`src/hdl/imsw_pkg.sv`:
```
/*
 * imsw_pkg: constants, field layout, reset values and decode functions
 * shared by the interpolation / modulator switch configuration block.
 * assumes: one 20 MHz clock domain, 8-bit register port, 12-bit address.
 */
package imsw_pkg;
	// ----------------------------------------------------------------
	// widths
	// ----------------------------------------------------------------
	localparam int IMSW_AW = 12; // register address width
	localparam int IMSW_DW = 8; // register data width
	localparam int IMSW_SW = 16; // nco result sample width
	localparam int IMSW_OW = 18; // dac word width, room for a sum of negated q
	localparam int IMSW_PAGES = 2; // one bank per main datapath

	// ----------------------------------------------------------------
	// register offsets
	// ----------------------------------------------------------------
	localparam logic [11:0] IMSW_ADDR_PAGE = 12'h008; // datapath page select
	localparam logic [11:0] IMSW_ADDR_LINK = 12'h110; // serial link mode
	localparam logic [11:0] IMSW_ADDR_INTERP = 12'h111; // interpolation_rate_select
	localparam logic [11:0] IMSW_ADDR_SWCFG = 12'h112; // modulator_switch_config
	localparam logic [11:0] IMSW_ADDR_STAT = 12'h120; // sticky event status
	localparam logic [11:0] IMSW_ADDR_MASK = 12'h121; // interrupt mask

	// ----------------------------------------------------------------
	// field positions
	// ----------------------------------------------------------------
	localparam int IMSW_CH_LSB = 0; // channel_interp_rate [3:0]
	localparam int IMSW_MAIN_LSB = 4; // main_interp_rate [7:4]
	localparam int IMSW_CMPLX_BIT = 6; // complex_mod_select
	localparam int IMSW_MODE_LSB = 4; // switch_route_mode [5:4]
	localparam int IMSW_OSC_BIT = 3; // main_osc_enable
	localparam int IMSW_MODULUS_BIT = 2; // modulus_synth_enable
	localparam int IMSW_SIDEBAND_BIT = 1; // sideband_select
	localparam int IMSW_INVALID_BIT = 7; // unsupported pairing flag
	localparam int IMSW_EV_INVALID = 0; // status: pairing became invalid
	localparam int IMSW_EV_FORCED = 1; // status: route mode forced to 0b11
	localparam logic [7:0] IMSW_SWCFG_MASK = 8'h7e; // stored switch bits
	localparam logic [7:0] IMSW_LINK_MASK = 8'h7f; // writable link bits
	localparam logic [7:0] IMSW_STAT_MASK = 8'h03; // implemented events

	// ----------------------------------------------------------------
	// reset values
	// ----------------------------------------------------------------
	localparam logic [7:0] IMSW_PAGE_RST = 8'h03; // writes reach both banks
	localparam logic [7:0] IMSW_LINK_RST = 8'h20;
	localparam logic [7:0] IMSW_INTERP_RST = 8'h84; // main 8x, channel 4x
	localparam logic [7:0] IMSW_SWCFG_RST = 8'h00;
	localparam logic [7:0] IMSW_MASK_RST = 8'h00;
	localparam logic [4:0] IMSW_LINK_MODE_MAX = 5'h16; // highest supported mode

	// ----------------------------------------------------------------
	// rate codes and route modes
	// ----------------------------------------------------------------
	localparam logic [3:0] IMSW_RATE_1X = 4'h1;
	localparam logic [3:0] IMSW_RATE_2X = 4'h2;
	localparam logic [3:0] IMSW_RATE_3X = 4'h3;
	localparam logic [3:0] IMSW_RATE_4X = 4'h4;
	localparam logic [3:0] IMSW_RATE_6X = 4'h6;
	localparam logic [3:0] IMSW_RATE_8X = 4'h8;
	localparam logic [3:0] IMSW_RATE_12X = 4'hc;

	typedef enum logic [1:0] {
		IMSW_ROUTE_SPLIT = 2'b00, // dac0 i0, dac1 i1
		IMSW_ROUTE_SUM = 2'b01, // dac0 i0+i1, dac1 q0+q1
		IMSW_ROUTE_IQ = 2'b10, // dac0 i0, dac1 q0
		IMSW_ROUTE_SUMI = 2'b11 // dac0 i0+i1, dac1 zero
	} imsw_route_t;

	// ----------------------------------------------------------------
	// decode functions
	// ----------------------------------------------------------------
	// channel rate codes that hardware supports
	function automatic logic imsw_ch_ok(input logic [3:0] code);
		imsw_ch_ok = (code == IMSW_RATE_1X) || (code == IMSW_RATE_2X) ||
			(code == IMSW_RATE_3X) || (code == IMSW_RATE_4X) ||
			(code == IMSW_RATE_6X) || (code == IMSW_RATE_8X);
	endfunction : imsw_ch_ok

	// main rate codes that hardware supports
	function automatic logic imsw_main_ok(input logic [3:0] code);
		imsw_main_ok = (code == IMSW_RATE_1X) || (code == IMSW_RATE_2X) ||
			(code == IMSW_RATE_4X) || (code == IMSW_RATE_6X) ||
			(code == IMSW_RATE_8X) || (code == IMSW_RATE_12X);
	endfunction : imsw_main_ok

	// code to interpolation factor; zero for an undefined code
	function automatic logic [3:0] imsw_factor(input logic [3:0] code, input logic ok);
		if (!ok) begin
			imsw_factor = 4'h0;
		end else if (code == IMSW_RATE_12X) begin
			imsw_factor = 4'hc;
		end else begin
			imsw_factor = code;
		end
	endfunction : imsw_factor
endpackage : imsw_pkg

```
`src/hdl/imsw_bank_if.sv`:
```
/*
 * imsw_bank_if: carries the paged switch settings between the register
 * front end, the bank storage and the modulator switch.
 * assumes: all three ends sit on ref_clk.
 */
interface imsw_bank_if;
	logic [1:0] wr_en; // one write enable per bank
	logic [7:0] wr_word; // image written to the selected banks
	logic [1:0][7:0] cfg; // stored image of each bank

	modport ctrl (output wr_en, output wr_word, input cfg);
	modport bank (input wr_en, input wr_word, output cfg);
	modport dp (input cfg);
endinterface : imsw_bank_if

```
`src/hdl/imsw_cfg_top.sv`:
```
/*
 * imsw_cfg_top: register front end for the interpolation rate selection
 * and the paged modulator switch setup, with the switch datapath itself.
 * assumes: a plain register port on ref_clk (one-cycle strobes, read data
 * in the cycle after the read strobe) and nco results on the same clock.
 */
// The implementer's own choice: the address-and-strobe port.
// Operation
// - channel rate field selects channelizer interpolation
// - main rate field selects main interpolation
// - flag unsupported link mode and rate pairing
// - complex bit set forces route mode 0b11
// - complex bit clear: route follows mode only
// - complex, nco1 on: summed i and q
// - complex, nco1 off: nco0 i and q
// - mode 00 routes i0 and i1
// - mode 01 sums i paths and q paths
// - mode 10 routes i0 and q0
// - mode 11 sums i, dac1 held zero
// - nco enable bit gates main nco
// - bit two enables modulus synthesizer
// - sideband zero keeps upper sideband
// - sideband one keeps lower, inverted spectrum
// - switch fields banked by page select
module imsw_cfg_top
	import imsw_pkg::*;
(
	input wire logic ref_clk,
	input wire logic srst,
	input wire logic [IMSW_AW-1:0] reg_addr,
	input wire logic [IMSW_DW-1:0] reg_wdata,
	input wire logic reg_wr,
	input wire logic reg_rd,
	output logic [IMSW_DW-1:0] reg_rdata,
	output logic irq,
	input wire logic signed [IMSW_SW-1:0] nco_i0,
	input wire logic signed [IMSW_SW-1:0] nco_q0,
	input wire logic signed [IMSW_SW-1:0] nco_i1,
	input wire logic signed [IMSW_SW-1:0] nco_q1,
	output logic signed [IMSW_OW-1:0] dac0_word,
	output logic signed [IMSW_OW-1:0] dac1_word,
	output logic [3:0] channel_interp_rate,
	output logic [3:0] main_interp_rate,
	output logic [5:0] link_mode,
	output logic [1:0] main_osc_enable,
	output logic [1:0] modulus_synth_enable,
	output logic [1:0] sideband_select
);
	// ----------------------------------------------------------------
	// state
	// ----------------------------------------------------------------
	logic [7:0] page_r, page_nxt; // datapath_page_select
	logic [7:0] link_r, link_nxt; // link mode, bit 7 unused here
	logic [7:0] interp_r, interp_nxt; // interpolation_rate_select
	logic invalid_r, invalid_nxt; // unsupported pairing flag
	logic [3:0] ch_fac_r, ch_fac_nxt; // decoded channel factor
	logic [3:0] main_fac_r, main_fac_nxt; // decoded main factor
	logic [7:0] stat_r, stat_nxt; // sticky events
	logic [7:0] mask_r, mask_nxt; // interrupt mask
	logic irq_r, irq_nxt;
	logic [7:0] rdata_r, rdata_nxt;
	logic [7:0] events; // one-cycle event pulses
	logic [7:0] sw_word; // switch image as written
	logic [7:0] sw_read; // image of the bank that reads return

	imsw_bank_if bank_if ();

	// ----------------------------------------------------------------
	// write decode
	// ----------------------------------------------------------------
	// plain registers; every write to a writable offset lands the same cycle
	always_comb begin
		page_nxt = page_r;
		link_nxt = link_r;
		interp_nxt = interp_r;
		mask_nxt = mask_r;
		if (reg_wr) begin
			case (reg_addr)
				IMSW_ADDR_PAGE: page_nxt = reg_wdata;
				IMSW_ADDR_LINK: link_nxt = reg_wdata & IMSW_LINK_MASK;
				IMSW_ADDR_INTERP: interp_nxt = reg_wdata;
				IMSW_ADDR_MASK: mask_nxt = reg_wdata & IMSW_STAT_MASK;
				default: begin
					// unmapped and read-only offsets ignore writes
				end
			endcase
		end
	end

	// switch image: complex mode forces the route field, whatever was written
	always_comb begin
		sw_word = reg_wdata & IMSW_SWCFG_MASK;
		if (reg_wdata[IMSW_CMPLX_BIT]) begin
			sw_word[IMSW_MODE_LSB +: 2] = IMSW_ROUTE_SUMI;
		end
		bank_if.wr_word = sw_word;
		// each set page bit opens its bank to the write
		bank_if.wr_en = (reg_wr && reg_addr == IMSW_ADDR_SWCFG) ? page_r[1:0] : 2'b00;
	end

	// ----------------------------------------------------------------
	// rate decode and pairing check
	// ----------------------------------------------------------------
	// an undefined code decodes to factor zero and raises the flag
	always_comb begin
		ch_fac_nxt = imsw_factor(interp_nxt[IMSW_CH_LSB +: 4],
			imsw_ch_ok(interp_nxt[IMSW_CH_LSB +: 4]));
		main_fac_nxt = imsw_factor(interp_nxt[IMSW_MAIN_LSB +: 4],
			imsw_main_ok(interp_nxt[IMSW_MAIN_LSB +: 4]));
		// the full mode table is not held here; these are the cases checked
		invalid_nxt = !imsw_ch_ok(interp_nxt[IMSW_CH_LSB +: 4]) ||
			!imsw_main_ok(interp_nxt[IMSW_MAIN_LSB +: 4]) ||
			(interp_nxt[IMSW_MAIN_LSB +: 4] == IMSW_RATE_1X &&
			interp_nxt[IMSW_CH_LSB +: 4] != IMSW_RATE_1X) ||
			(link_nxt[4:0] > IMSW_LINK_MODE_MAX);
	end

	// ----------------------------------------------------------------
	// events and interrupt
	// ----------------------------------------------------------------
	// a read of status clears it; an event in the same cycle still lands
	always_comb begin
		events = 8'h00;
		events[IMSW_EV_INVALID] = invalid_nxt && !invalid_r;
		events[IMSW_EV_FORCED] = reg_wr && reg_addr == IMSW_ADDR_SWCFG &&
			reg_wdata[IMSW_CMPLX_BIT] && (page_r[1:0] != 2'b00);
		stat_nxt = stat_r;
		if (reg_rd && reg_addr == IMSW_ADDR_STAT) begin
			stat_nxt = 8'h00;
		end
		stat_nxt = stat_nxt | events;
		// level output tracks the registered status and mask together
		irq_nxt = |(stat_nxt & mask_nxt);
	end

	// ----------------------------------------------------------------
	// read path
	// ----------------------------------------------------------------
	// bank 0 answers when its page bit is set, otherwise bank 1
	always_comb begin
		sw_read = page_r[0] ? bank_if.cfg[0] : bank_if.cfg[1];
		rdata_nxt = 8'h00;
		if (reg_rd) begin
			case (reg_addr)
				IMSW_ADDR_PAGE: rdata_nxt = page_r;
				IMSW_ADDR_LINK: rdata_nxt = {invalid_r, link_r[6:0]};
				IMSW_ADDR_INTERP: rdata_nxt = interp_r;
				IMSW_ADDR_SWCFG: rdata_nxt = sw_read;
				IMSW_ADDR_STAT: rdata_nxt = stat_r;
				IMSW_ADDR_MASK: rdata_nxt = mask_r;
				default: rdata_nxt = 8'h00; // unmapped reads as zero
			endcase
		end
	end

	// ----------------------------------------------------------------
	// registers
	// ----------------------------------------------------------------
	// every control register has a constant after the synchronous reset
	always_ff @(posedge ref_clk) begin
		if (srst) begin
			page_r <= IMSW_PAGE_RST;
			link_r <= IMSW_LINK_RST;
			interp_r <= IMSW_INTERP_RST;
			invalid_r <= 1'b0;
			ch_fac_r <= IMSW_RATE_4X;
			main_fac_r <= IMSW_RATE_8X;
			stat_r <= 8'h00;
			mask_r <= IMSW_MASK_RST;
			irq_r <= 1'b0;
			rdata_r <= 8'h00;
		end else begin
			page_r <= page_nxt;
			link_r <= link_nxt;
			interp_r <= interp_nxt;
			invalid_r <= invalid_nxt;
			ch_fac_r <= ch_fac_nxt;
			main_fac_r <= main_fac_nxt;
			stat_r <= stat_nxt;
			mask_r <= mask_nxt;
			irq_r <= irq_nxt;
			rdata_r <= rdata_nxt;
		end
	end

	// ----------------------------------------------------------------
	// submodules
	// ----------------------------------------------------------------
	imsw_cfg_bank u_bank (
		.ref_clk(ref_clk),
		.srst(srst),
		.bus(bank_if)
	);

	imsw_mod_switch u_switch (
		.ref_clk(ref_clk),
		.srst(srst),
		.cfg(bank_if),
		.i0(nco_i0),
		.q0(nco_q0),
		.i1(nco_i1),
		.q1(nco_q1),
		.dac0_r(dac0_word),
		.dac1_r(dac1_word)
	);

	// ----------------------------------------------------------------
	// outputs, all from flip-flops
	// ----------------------------------------------------------------
	assign reg_rdata = rdata_r;
	assign irq = irq_r;
	assign channel_interp_rate = ch_fac_r;
	assign main_interp_rate = main_fac_r;
	assign link_mode = link_r[5:0];
	// per-datapath enables straight from the bank registers
	assign main_osc_enable = {bank_if.cfg[1][IMSW_OSC_BIT], bank_if.cfg[0][IMSW_OSC_BIT]};
	assign modulus_synth_enable = {bank_if.cfg[1][IMSW_MODULUS_BIT],
		bank_if.cfg[0][IMSW_MODULUS_BIT]};
	assign sideband_select = {bank_if.cfg[1][IMSW_SIDEBAND_BIT],
		bank_if.cfg[0][IMSW_SIDEBAND_BIT]};
endmodule : imsw_cfg_top

```
`src/hdl/imsw_cfg_bank.sv`:
```
/*
 * imsw_cfg_bank: one switch configuration word per main datapath.
 * assumes: write enables and word come from the register front end,
 * already masked and already forced where complex mode demands it.
 */
module imsw_cfg_bank
	import imsw_pkg::*;
(
	input wire logic ref_clk,
	input wire logic srst,
	imsw_bank_if.bank bus
);
	// ----------------------------------------------------------------
	// bank storage
	// ----------------------------------------------------------------
	genvar p;
	generate
		for (p = 0; p < IMSW_PAGES; p++) begin : g_page
			logic [7:0] word_r; // stored image of this bank
			logic [7:0] word_nxt;

			// next value: only a write aimed at this page lands here
			always_comb begin
				word_nxt = bus.wr_en[p] ? (bus.wr_word & IMSW_SWCFG_MASK) : word_r;
			end

			// register
			always_ff @(posedge ref_clk) begin
				if (srst) begin
					word_r <= IMSW_SWCFG_RST;
				end else begin
					word_r <= word_nxt;
				end
			end

			assign bus.cfg[p] = word_r;

		end
	endgenerate
endmodule : imsw_cfg_bank

```
`src/hdl/imsw_mod_switch.sv`:
```
/*
 * imsw_mod_switch: routes the main nco i/q results to the two dac words.
 * assumes: nco results arrive signed on ref_clk; bank 0 steers the switch,
 * bank 1 supplies the second datapath nco enable and sideband.
 */
module imsw_mod_switch
	import imsw_pkg::*;
(
	input wire logic ref_clk,
	input wire logic srst,
	imsw_bank_if.dp cfg,
	input wire logic signed [IMSW_SW-1:0] i0,
	input wire logic signed [IMSW_SW-1:0] q0,
	input wire logic signed [IMSW_SW-1:0] i1,
	input wire logic signed [IMSW_SW-1:0] q1,
	output logic signed [IMSW_OW-1:0] dac0_r,
	output logic signed [IMSW_OW-1:0] dac1_r
);
	// ----------------------------------------------------------------
	// routing
	// ----------------------------------------------------------------
	logic signed [IMSW_OW-1:0] i0x, i1x, q0x, q1x; // widened, sideband applied to q0x and q1x
	logic signed [IMSW_OW-1:0] dac0_nxt, dac1_nxt;
	logic cmplx; // complex modulation on datapath 0
	logic osc1; // second datapath nco running
	imsw_route_t mode;

	// next dac words; lower sideband conjugates q, which flips the spectrum
	always_comb begin
		cmplx = cfg.cfg[0][IMSW_CMPLX_BIT];
		osc1 = cfg.cfg[1][IMSW_OSC_BIT];
		mode = imsw_route_t'(cfg.cfg[0][IMSW_MODE_LSB +: 2]);
		i0x = IMSW_OW'(i0);
		i1x = IMSW_OW'(i1);
		q0x = cfg.cfg[0][IMSW_SIDEBAND_BIT] ? -IMSW_OW'(q0) : IMSW_OW'(q0);
		q1x = cfg.cfg[1][IMSW_SIDEBAND_BIT] ? -IMSW_OW'(q1) : IMSW_OW'(q1);
		dac0_nxt = i0x;
		dac1_nxt = i1x;
		if (cmplx && mode == IMSW_ROUTE_SUMI) begin
			// complex pass of both ncos, or nco 0 alone
			dac0_nxt = osc1 ? i0x + i1x : i0x;
			dac1_nxt = osc1 ? q0x + q1x : q0x;
		end else begin
			case (mode)
				IMSW_ROUTE_SPLIT: begin
					dac0_nxt = i0x;
					dac1_nxt = i1x;
				end
				IMSW_ROUTE_SUM: begin
					dac0_nxt = i0x + i1x;
					dac1_nxt = q0x + q1x;
				end
				IMSW_ROUTE_IQ: begin
					dac0_nxt = i0x;
					dac1_nxt = q0x;
				end
				IMSW_ROUTE_SUMI: begin
					dac0_nxt = i0x + i1x;
					dac1_nxt = '0;
				end
				default: begin
					dac0_nxt = '0;
					dac1_nxt = '0;
				end
			endcase
		end
	end

	// register the dac words
	always_ff @(posedge ref_clk) begin
		if (srst) begin
			dac0_r <= '0;
			dac1_r <= '0;
		end else begin
			dac0_r <= dac0_nxt;
			dac1_r <= dac1_nxt;
		end
	end
endmodule : imsw_mod_switch

```
`config.mk`:
```
export PLATFORM = sky130hd
export DESIGN_NAME = imsw_cfg_top
export DESIGN_NICKNAME = d
export VERILOG_FILES = /design/src/hdl/imsw_pkg.sv /design/src/hdl/imsw_bank_if.sv /design/src/hdl/imsw_cfg_top.sv /design/src/hdl/imsw_cfg_bank.sv /design/src/hdl/imsw_mod_switch.sv
export SDC_FILE = /design/constraint.sdc
export NUM_CORES = 1
export LEC_CHECK = 0
export BUFFER_PORTS_ARGS = -buffer_cell sky130_fd_sc_hd__buf_2
export CAP_MARGIN = 15
export CORE_MARGIN = 2
export CORE_UTILIZATION = 50
export DETAILED_ROUTE_END_ITERATION = 10
export GPL_TIMING_DRIVEN = 0
export PLACE_DENSITY_LB_ADDON = 0.12
export SYNTH_ARGS = -nofsm -noshare
export SYNTH_HDL_FRONTEND = slang
export SYNTH_HIERARCHICAL = 1
export SYNTH_SLANG_ARGS = --single-unit
```
`constraint.sdc`:
```
create_clock -name ref_clk -period 7 [get_ports ref_clk]
set_input_delay 0.35 -clock ref_clk [delete_from_list [all_inputs] [get_ports ref_clk]]
set_output_delay 0.35 -clock ref_clk [all_outputs]
set_load 0.1 [all_outputs]
```
-- Word-level counts from Yosys, hierarchy flattened
Index checks and enable logic that the tools add are counted.
- flip-flop bits (word level): 105
- input port bits: 88
- output and inout port bits: 65
- word-level logic and storage cells: 110
- add/sub/neg operators: 4
- $lt $le $gt $ge: 1
- equality and inequality tests: 23
- muxes and demuxes: 23
- bitwise gates (word level): 5
- reduce and logical (&&, ||, !) cells: 35
- operators with widths (cell ; number):
    two-way mux 18 bit ; 6
    case mux 18 bit (4 select lines) ; 1
    equality test 12 x 9 -> 1 bit (second input constant) ; 5
    case mux 8 bit (6 select lines) ; 1
    two-way mux 8 bit ; 5
    negation 16 -> 18 bit ; 2
    case mux 18 bit (2 select lines) ; 1
    adder 18 bit ; 1
    adder 16 x 16 -> 17 bit ; 1
    equality test 4 x 3 -> 1 bit (second input constant) ; 4
    equality test 4 bit (second input constant) ; 4
    logical OR 1 bit ; 13
    equality test 12 x 4 -> 1 bit (second input constant) ; 1
    equality test 4 x 2 -> 1 bit (second input constant) ; 3
    two-way mux 4 bit ; 3
    two-way mux 5 bit ; 2
    OR reduction 2 bit ; 5
    bitwise AND 8 bit ; 1
    equality test 4 x 1 -> 1 bit (second input constant) ; 2
    OR 8 x 2 -> 8 bit ; 1
    OR reduction 8 bit ; 1
    logical AND 1 bit ; 7
    two-way mux 7 bit ; 1
    OR reduction 3 bit ; 2
    11 further kinds ; 18

-- Longest topological paths before layout
Gate-level depths: netlist (run 1).
- depth after elaboration: 17
- mapped depth: 14
- mapped depth without buffers: 14

-- By module
Netlist (run 1), hierarchy kept.
- modules (own cells, without submodules) (module ; times used ; cells an instance ; area each (sq um) ; seq. area each (sq um)):
    imsw_mod_switch ; 1 ; 459 ; 3538.4 ; 700.7
    imsw_cfg_top ; 1 ; 291 ; 2695.1 ; 1141.1
    imsw_cfg_bank ; 1 ; 44 ; 466.7 ; 240.2

-- Worst setup path before layout (run 1)
OpenSTA, ideal clock, no wires.
- kind: register to register
- start point: register u_bank.g_page[0].word_r[1]
- end point: register u_switch.dac1_r[12]
- setup time: 0.128 ns
- data arrival time: 3.683 ns
- data required time: 6.872 ns
- slack: 3.189 ns
- cell stages (with the launch flop): 13
- path buffers: 2
- period minus slack after synthesis: 3.811 ns
- path through: dfxtp_1 > clkbuf_1 > clkbuf_1 > o21ai_0 > fa_1 > a211o_1 > o211ai_1 > a221o_1 > o2111ai_2 > and2_1 > xor2_1 > a222oi_1 > nor2_1
- longest elaborated chain between the ends: 4
- elaborated cells on any way between the ends: 5
- classes of those cells: add/sub: 1; mux: 4
- ends and longest elaborated chain (element ; RTL line ; RTL):
    start, declared ; imsw_cfg_bank.sv:19 ; logic [7:0] word_r;
    start signal, assigned ; imsw_cfg_bank.sv:32 ; word_r <= word_nxt;
    two-way mux 18 bit * ; imsw_mod_switch.sv:35 ; q0x = cfg.cfg[0][IMSW_SIDEBAND_BIT] ? -IMSW_OW'(q0) : IMSW_OW'(q0);
    adder 18 bit ; imsw_mod_switch.sv:42, imsw_mod_switch.sv:51 ;
    case mux 18 bit (4 select lines) / two-way mux 18 bit (equally long branches) ; imsw_mod_switch.sv:44, imsw_mod_switch.sv:42 ;
    two-way mux 18 bit * ; imsw_mod_switch.sv:39 ; if (cmplx && mode == IMSW_ROUTE_SUMI) begin
    end signal, assigned ; imsw_mod_switch.sv:76 ; dac1_r <= dac1_nxt;
    end, declared ; imsw_mod_switch.sv:17 ; output logic signed [IMSW_OW-1:0] dac1_r
Every way passes the cells marked *; elsewhere a longest branch is shown, timed or not.
A chain may end at the register's enable or synchronous reset.

-- Worst setup path after layout (run 1)
- start point: register u_bank.g_page[0].word_r[1]
- end point: register u_switch.dac1_r[17]
The elaborated chain is that of the path after synthesis.

==> results.ini, run 1 <==
[timing]
layout_min_cycle_time_ns=3.76
finalSetupViolCount=0
slew_headroom=0.556
fin_skew_ns=0.0122
finalCritPeriodShare=0.537
worst_slew_pin_slew_ns=0.658
rsz0062_at_grt=false
slew_viol_final=0
hold_viol=0
setup_tns_ns=0
clock.fmax_mhz=266

[placement]
dpl_cell_area_um2=7680
gp_congestion=0.947
io_buffers=151
hpwl_um=14800

[hold_path]
hp-class=input port to register

[routing]
drc=0
drt_wl_total_um=18900
via_count=6521
wl_met2_um=7960
dr.max_layer_used=met4
drt-vias-per-instance=5.73
met1_length_um=9240
dr_wl_met3_um=1450
wire_per_inst_um=16.6
drtAntennaViolNets=0
drtIter0Drc=710
first_pass_iters=9

[pwr]
peakVddDrop_uv=131
cellPowerDensity_nw_per_um2=179
leakage_nw=3.51

[synth]
avgSynthCellArea_um2=8.44
synthCells=793
synthesis.area_um2=6700
synth_warnings=6

[grt]
grt_pass1_vias=5690
grt_pass1_wl_um=29500
grt_max_degree=19
grt_usage=0.260
overflow=0
antenna_found_initial=0

[floorplanning]
die_h_um=120
start_util=0.510
dieArea_um2=14300
die_width_um=120
ios=153
row_count=42
coreArea_um2=13100

[clock_network]
post_cts_resized=0
clock_path_buffers=2
tritoncts=done
clk_pin_slew_ns=0.07
clkSinkCount=104
h-tree-depth=3
cts_made_buffers=9
cts_setup_buffers=0
cts-root-buf=clkbuf_16
clk_latency_ns=0.35
holdBufCountCts=0

[final_layout]
final_cell_area_um2=7960
final_common_cell=buf_2
nets=1082
area_growth_pct=18.9
final_cell_mix=buf_2 (157), dfxtp_1 (104), nor2_1 (84)
layout-drive-gt1-share=0.239
diodes=0

[worst_setup_path]
reg2regPathDepth=12
cpLargestDelayFamily=compound AO/OA/AOI/OAI gates
required_ns=7.27
crit_cells=12
crit_type=register to register
r2r-start=u_bank/g_page[0].word_r[1]
crit_start=u_bank/g_page[0].word_r[1]
worstSetupEndpointType=register
cp.arrival_ns=4.03
critPathBufInv=2
cp_max_fo=10
slowest_stage=a211oi_1
r2r-end=u_switch/dac1_r[17]
path_cells=clkbuf_1 -> clkbuf_1 -> o21ai_0 -> ha_1 -> a211oi_1 -> o21ai_0 -> a31oi_1 -> a211oi_1 -> o211ai_2 -> a31o_2 -> a21o_1 -> a21oi_1
endpoint=u_switch/dac1_r[17]
critPathMaxStageDelay_ns=0.45
rrSetupSlack_ns=3.24
critPathLaunchType=register

[job]
drv_cap=0

[status]
status=finished, final reports clean

==> per-layer routing <==
metal / vias to the layer above / global-route usage
met2: 280 / 0.390
met3: 21 / 0.0471
li1: 3216 / -
met4: 0 / 0.0551
met1: 3004 / 0.387
met5: - / 0
==> where the power goes <==
group,switching (mW),internal [mW]
clock network,0.237,0.247
logic,0.228,0.111
registers,0.00271,0.602
==> per-stage QoR <==
stage,hold slack (ns),setup slack [ns],cells,power [mW],utilization
after detailed placement,0.449,3.19,1123,0.952,0.585
after global placement,0.446,3.21,1123,0.951,0.585
after floorplan,0.422,3.19,796,0.859,-
after CTS,0.207,3.28,1139,1.43,0.606
final,0.218,3.24,1139,1.43,0.606
after global routing,0.223,2.90,1139,1.49,0.606
==> state kept, by name (all words and copies together) (netlist names) <==
name and cells:
channel_interp_rate 4, interp_r 8, invalid_r 1, irq 1
link_r 7, main_interp_rate 4, mask_r 8, page_r 8
reg_rdata 8, stat_r 8, u_bank/g_page.word_r 12, u_switch/dac0_r 17
u_switch/dac1_r 18
==> how the worst min path moves through the flow <==
stage | cells past startpoint | slack, ns | endpoint | start
after global routing | 2 | 0.22 | u_bank/g_page[1].word_r[4] | srst
after global placement | 2 | 0.45 | page_r[6] | page_r[6]
after floorplan | 1 | 0.42 | u_bank/g_page[0].word_r[6] | srst
final | 2 | 0.22 | u_bank/g_page[0].word_r[6] | srst
after detailed placement | 2 | 0.45 | page_r[6] | page_r[6]
after CTS | 2 | 0.21 | u_bank/g_page[0].word_r[6] | srst
==> cell type report <==
type | instances | area [um2]
Fill cell | 1245 | 5170
Multi-Input combinational cell | 629 | 4320
Sequential cell | 104 | 2080
Timing Repair Buffer | 151 | 756
Buffer | 44 | 233
Clock buffer | 10 | 229
Tap cell | 176 | 220
Inverter | 19 | 71.3
Clock inverter | 6 | 51.3
Power figures use the tool's default switching activity.
==> run 2, diff against run 1 <==
Clock period 7 ns to 3.47 ns, I/O delays scaled along.
==> run 2 against run 1 <==
Net effect:
- via count is the same
- clock power grew 120%
- setup slack lost 3.0 ns
- first-iteration DRC count shrank 12%
- global-route usage is essentially flat
- die area is the same
- sequential power grew 100%
- count of clock-buffer cells in the layout is the same
==> results.ini, run 2 (synthesized netlist as in run 1, its figures left out) <==
[timing]
rsz0062_at_grt=false
setup_tns_ns=0
finalCritPeriodShare=0.924
layout_min_cycle_time_ns=3.21
clock.fmax_mhz=312
hold_viol=0
fin_skew_ns=0.00704
slew_viol_final=0
slew_headroom=0.589
finalSetupViolCount=0
worst_slew_pin_slew_ns=0.610

[worst_setup_path]
crit_type=input port to register
slowest_stage=or3_1
path_cells=buf_2 -> or3_1 -> or3b_4 -> o31ai_1 -> xnor2_1 -> ha_1 -> or4_1 -> a31oi_1 -> a211oi_2 -> o21a_1 -> nor2_1 -> xnor2_1 -> a31o_1
critPathMaxStageDelay_ns=0.49
cp_max_fo=5
required_ns=3.71
crit_top_cell=xnor2_1
cp.arrival_ns=3.44
critPathLaunchType=input port
worstSetupEndpointType=register

[floorplanning]
coreArea_um2=13100
die_h_um=120
ios=153
dieArea_um2=14300
die_width_um=120
start_util=0.510
row_count=42

[hold_path]
hp-class=input port to register

[final_layout]
fillers=1260
final_cell_area_um2=8010
final_common_cell=buf_2
area_growth_pct=19.6
multiInputGateArea_um2=4340
final_cell_mix=buf_2 (157), dfxtp_1 (102), nor2_1 (84)
largest_register_ffs=18
diodes=0
layout-drive-gt1-share=0.246
reg_top3=u_switch/dac1_r x18, u_switch/dac0_r x17, u_bank/g_page.word_r x12
seqCellArea_um2=2090
nets=1080
registers.top_by_ff_count=u_switch/dac1_r

[status]
status=finished, final reports clean

[clock_network]
cts-root-buf=clkbuf_16
clk_latency_ns=0.36
tritoncts=done
cts_setup_buffers=0
clock_path_buffers=2
holdBufCountCts=0
cts_made_buffers=9
clkSinkCount=104
h-tree-depth=3
clk_pin_slew_ns=0.07

[pwr]
clock_power_share=0.359
p_seq_frac=0.411
p_switching_uw=954
p_sw_frac=0.321
p_int_mw=2.02
cellPowerDensity_nw_per_um2=371
peakVddDrop_uv=260
p_comb_frac=0.230
leakage_nw=3.53

[grt]
grt.met3_usage=0.0589
grt_pass1_wl_um=29300
antenna_found_initial=0
use_met1=0.374
grt_usage=0.260
met2_usage=0.394
grt-busiest-layer=met2
grt_max_degree=20
grt_pass1_vias=5711
overflow=0

[routing]
drc=0
drt-vias-per-instance=5.74
first_pass_iters=6
drt_wl_total_um=18900
wire_per_inst_um=16.6
via_count=6521
drtAntennaViolNets=0
drtIter0Drc=622

[job]
drv_cap=0

[placement]
hpwl_um=14800
dpl_cell_area_um2=7690
io_buffers=151
gp_congestion=0.874

[run 2: layout make-up]
class                           instances  area share
Multi-Input combinational cell        629       0.541
Sequential cell                       104       0.261
Timing Repair Buffer                  151      0.0943
Clock buffer                           10      0.0286
Buffer                                 42      0.0283
Tap cell                              176      0.0275
Clock inverter                          6      0.0105
Inverter                               19     0.00890
[run 2: final timing paths]
kind	end	start	depth (start not counted)	slack, ns
max reg2reg	u_switch/dac1_r[12]	u_bank/g_page[0].word_r[1]	11	0.27
max	u_switch/dac1_r[13]	nco_q0[4]	13	0.26
min	u_bank/g_page[1].word_r[4]	srst	2	0.05
min reg2reg	page_r[5]	page_r[5]	2	0.46
[run 2: critical path: cells and delay by family]
family	cells	cell delay, ns
buffers and inverters	1	0.11
and+or+nand+nor	4	1.56
AOI/OAI and AO/OA	5	1.06
xor gates and xnor gates	2	0.27
adders and majority gates	1	0.29
[run 2: what timing repair did]
action | in CTS | in global routing
cloned | 0 | 0
gates resized for setup | 0 | 5
pin swaps | 0 | 0
endpoints found under the hold margin | 0 | 0
setup endpoints to repair | 7 | 5
[run 2: stage by stage]
stage / cells / setup slack [ns] / hold slack, ns / power (mW) / utilization
floorplan: 796 / 0.122 / 0.246 / 1.73 / -
finish: 1137 / 0.265 / 0.0495 / 2.97 / 0.610
CTS: 1138 / 0.110 / 0.0441 / 2.98 / 0.609
global route: 1137 / 0.00142 / 0.0700 / 3.09 / 0.610
global placement: 1123 / -0.197 / 0.408 / 1.92 / 0.585
detailed placement: 1123 / -0.189 / 0.418 / 1.92 / 0.585
[run 2: metal layers]
metal | share of wire | routed length (um)
met5 | 0 | 0
met3 | 0.090 | 1700
met1 | 0.47 | 8910
met4 | 0.011 | 216
met2 | 0.43 | 8050
[run 2: power groups by stage]
stage                     Clock, mW  Combinational [mW]  Sequential [mW]
after floorplan                   0               0.320             1.41
after global placement            0               0.669             1.25
after detailed placement          0               0.673             1.25
after CTS                      1.09               0.675             1.22
after global routing           1.13               0.735             1.22
final                          1.07               0.684             1.22
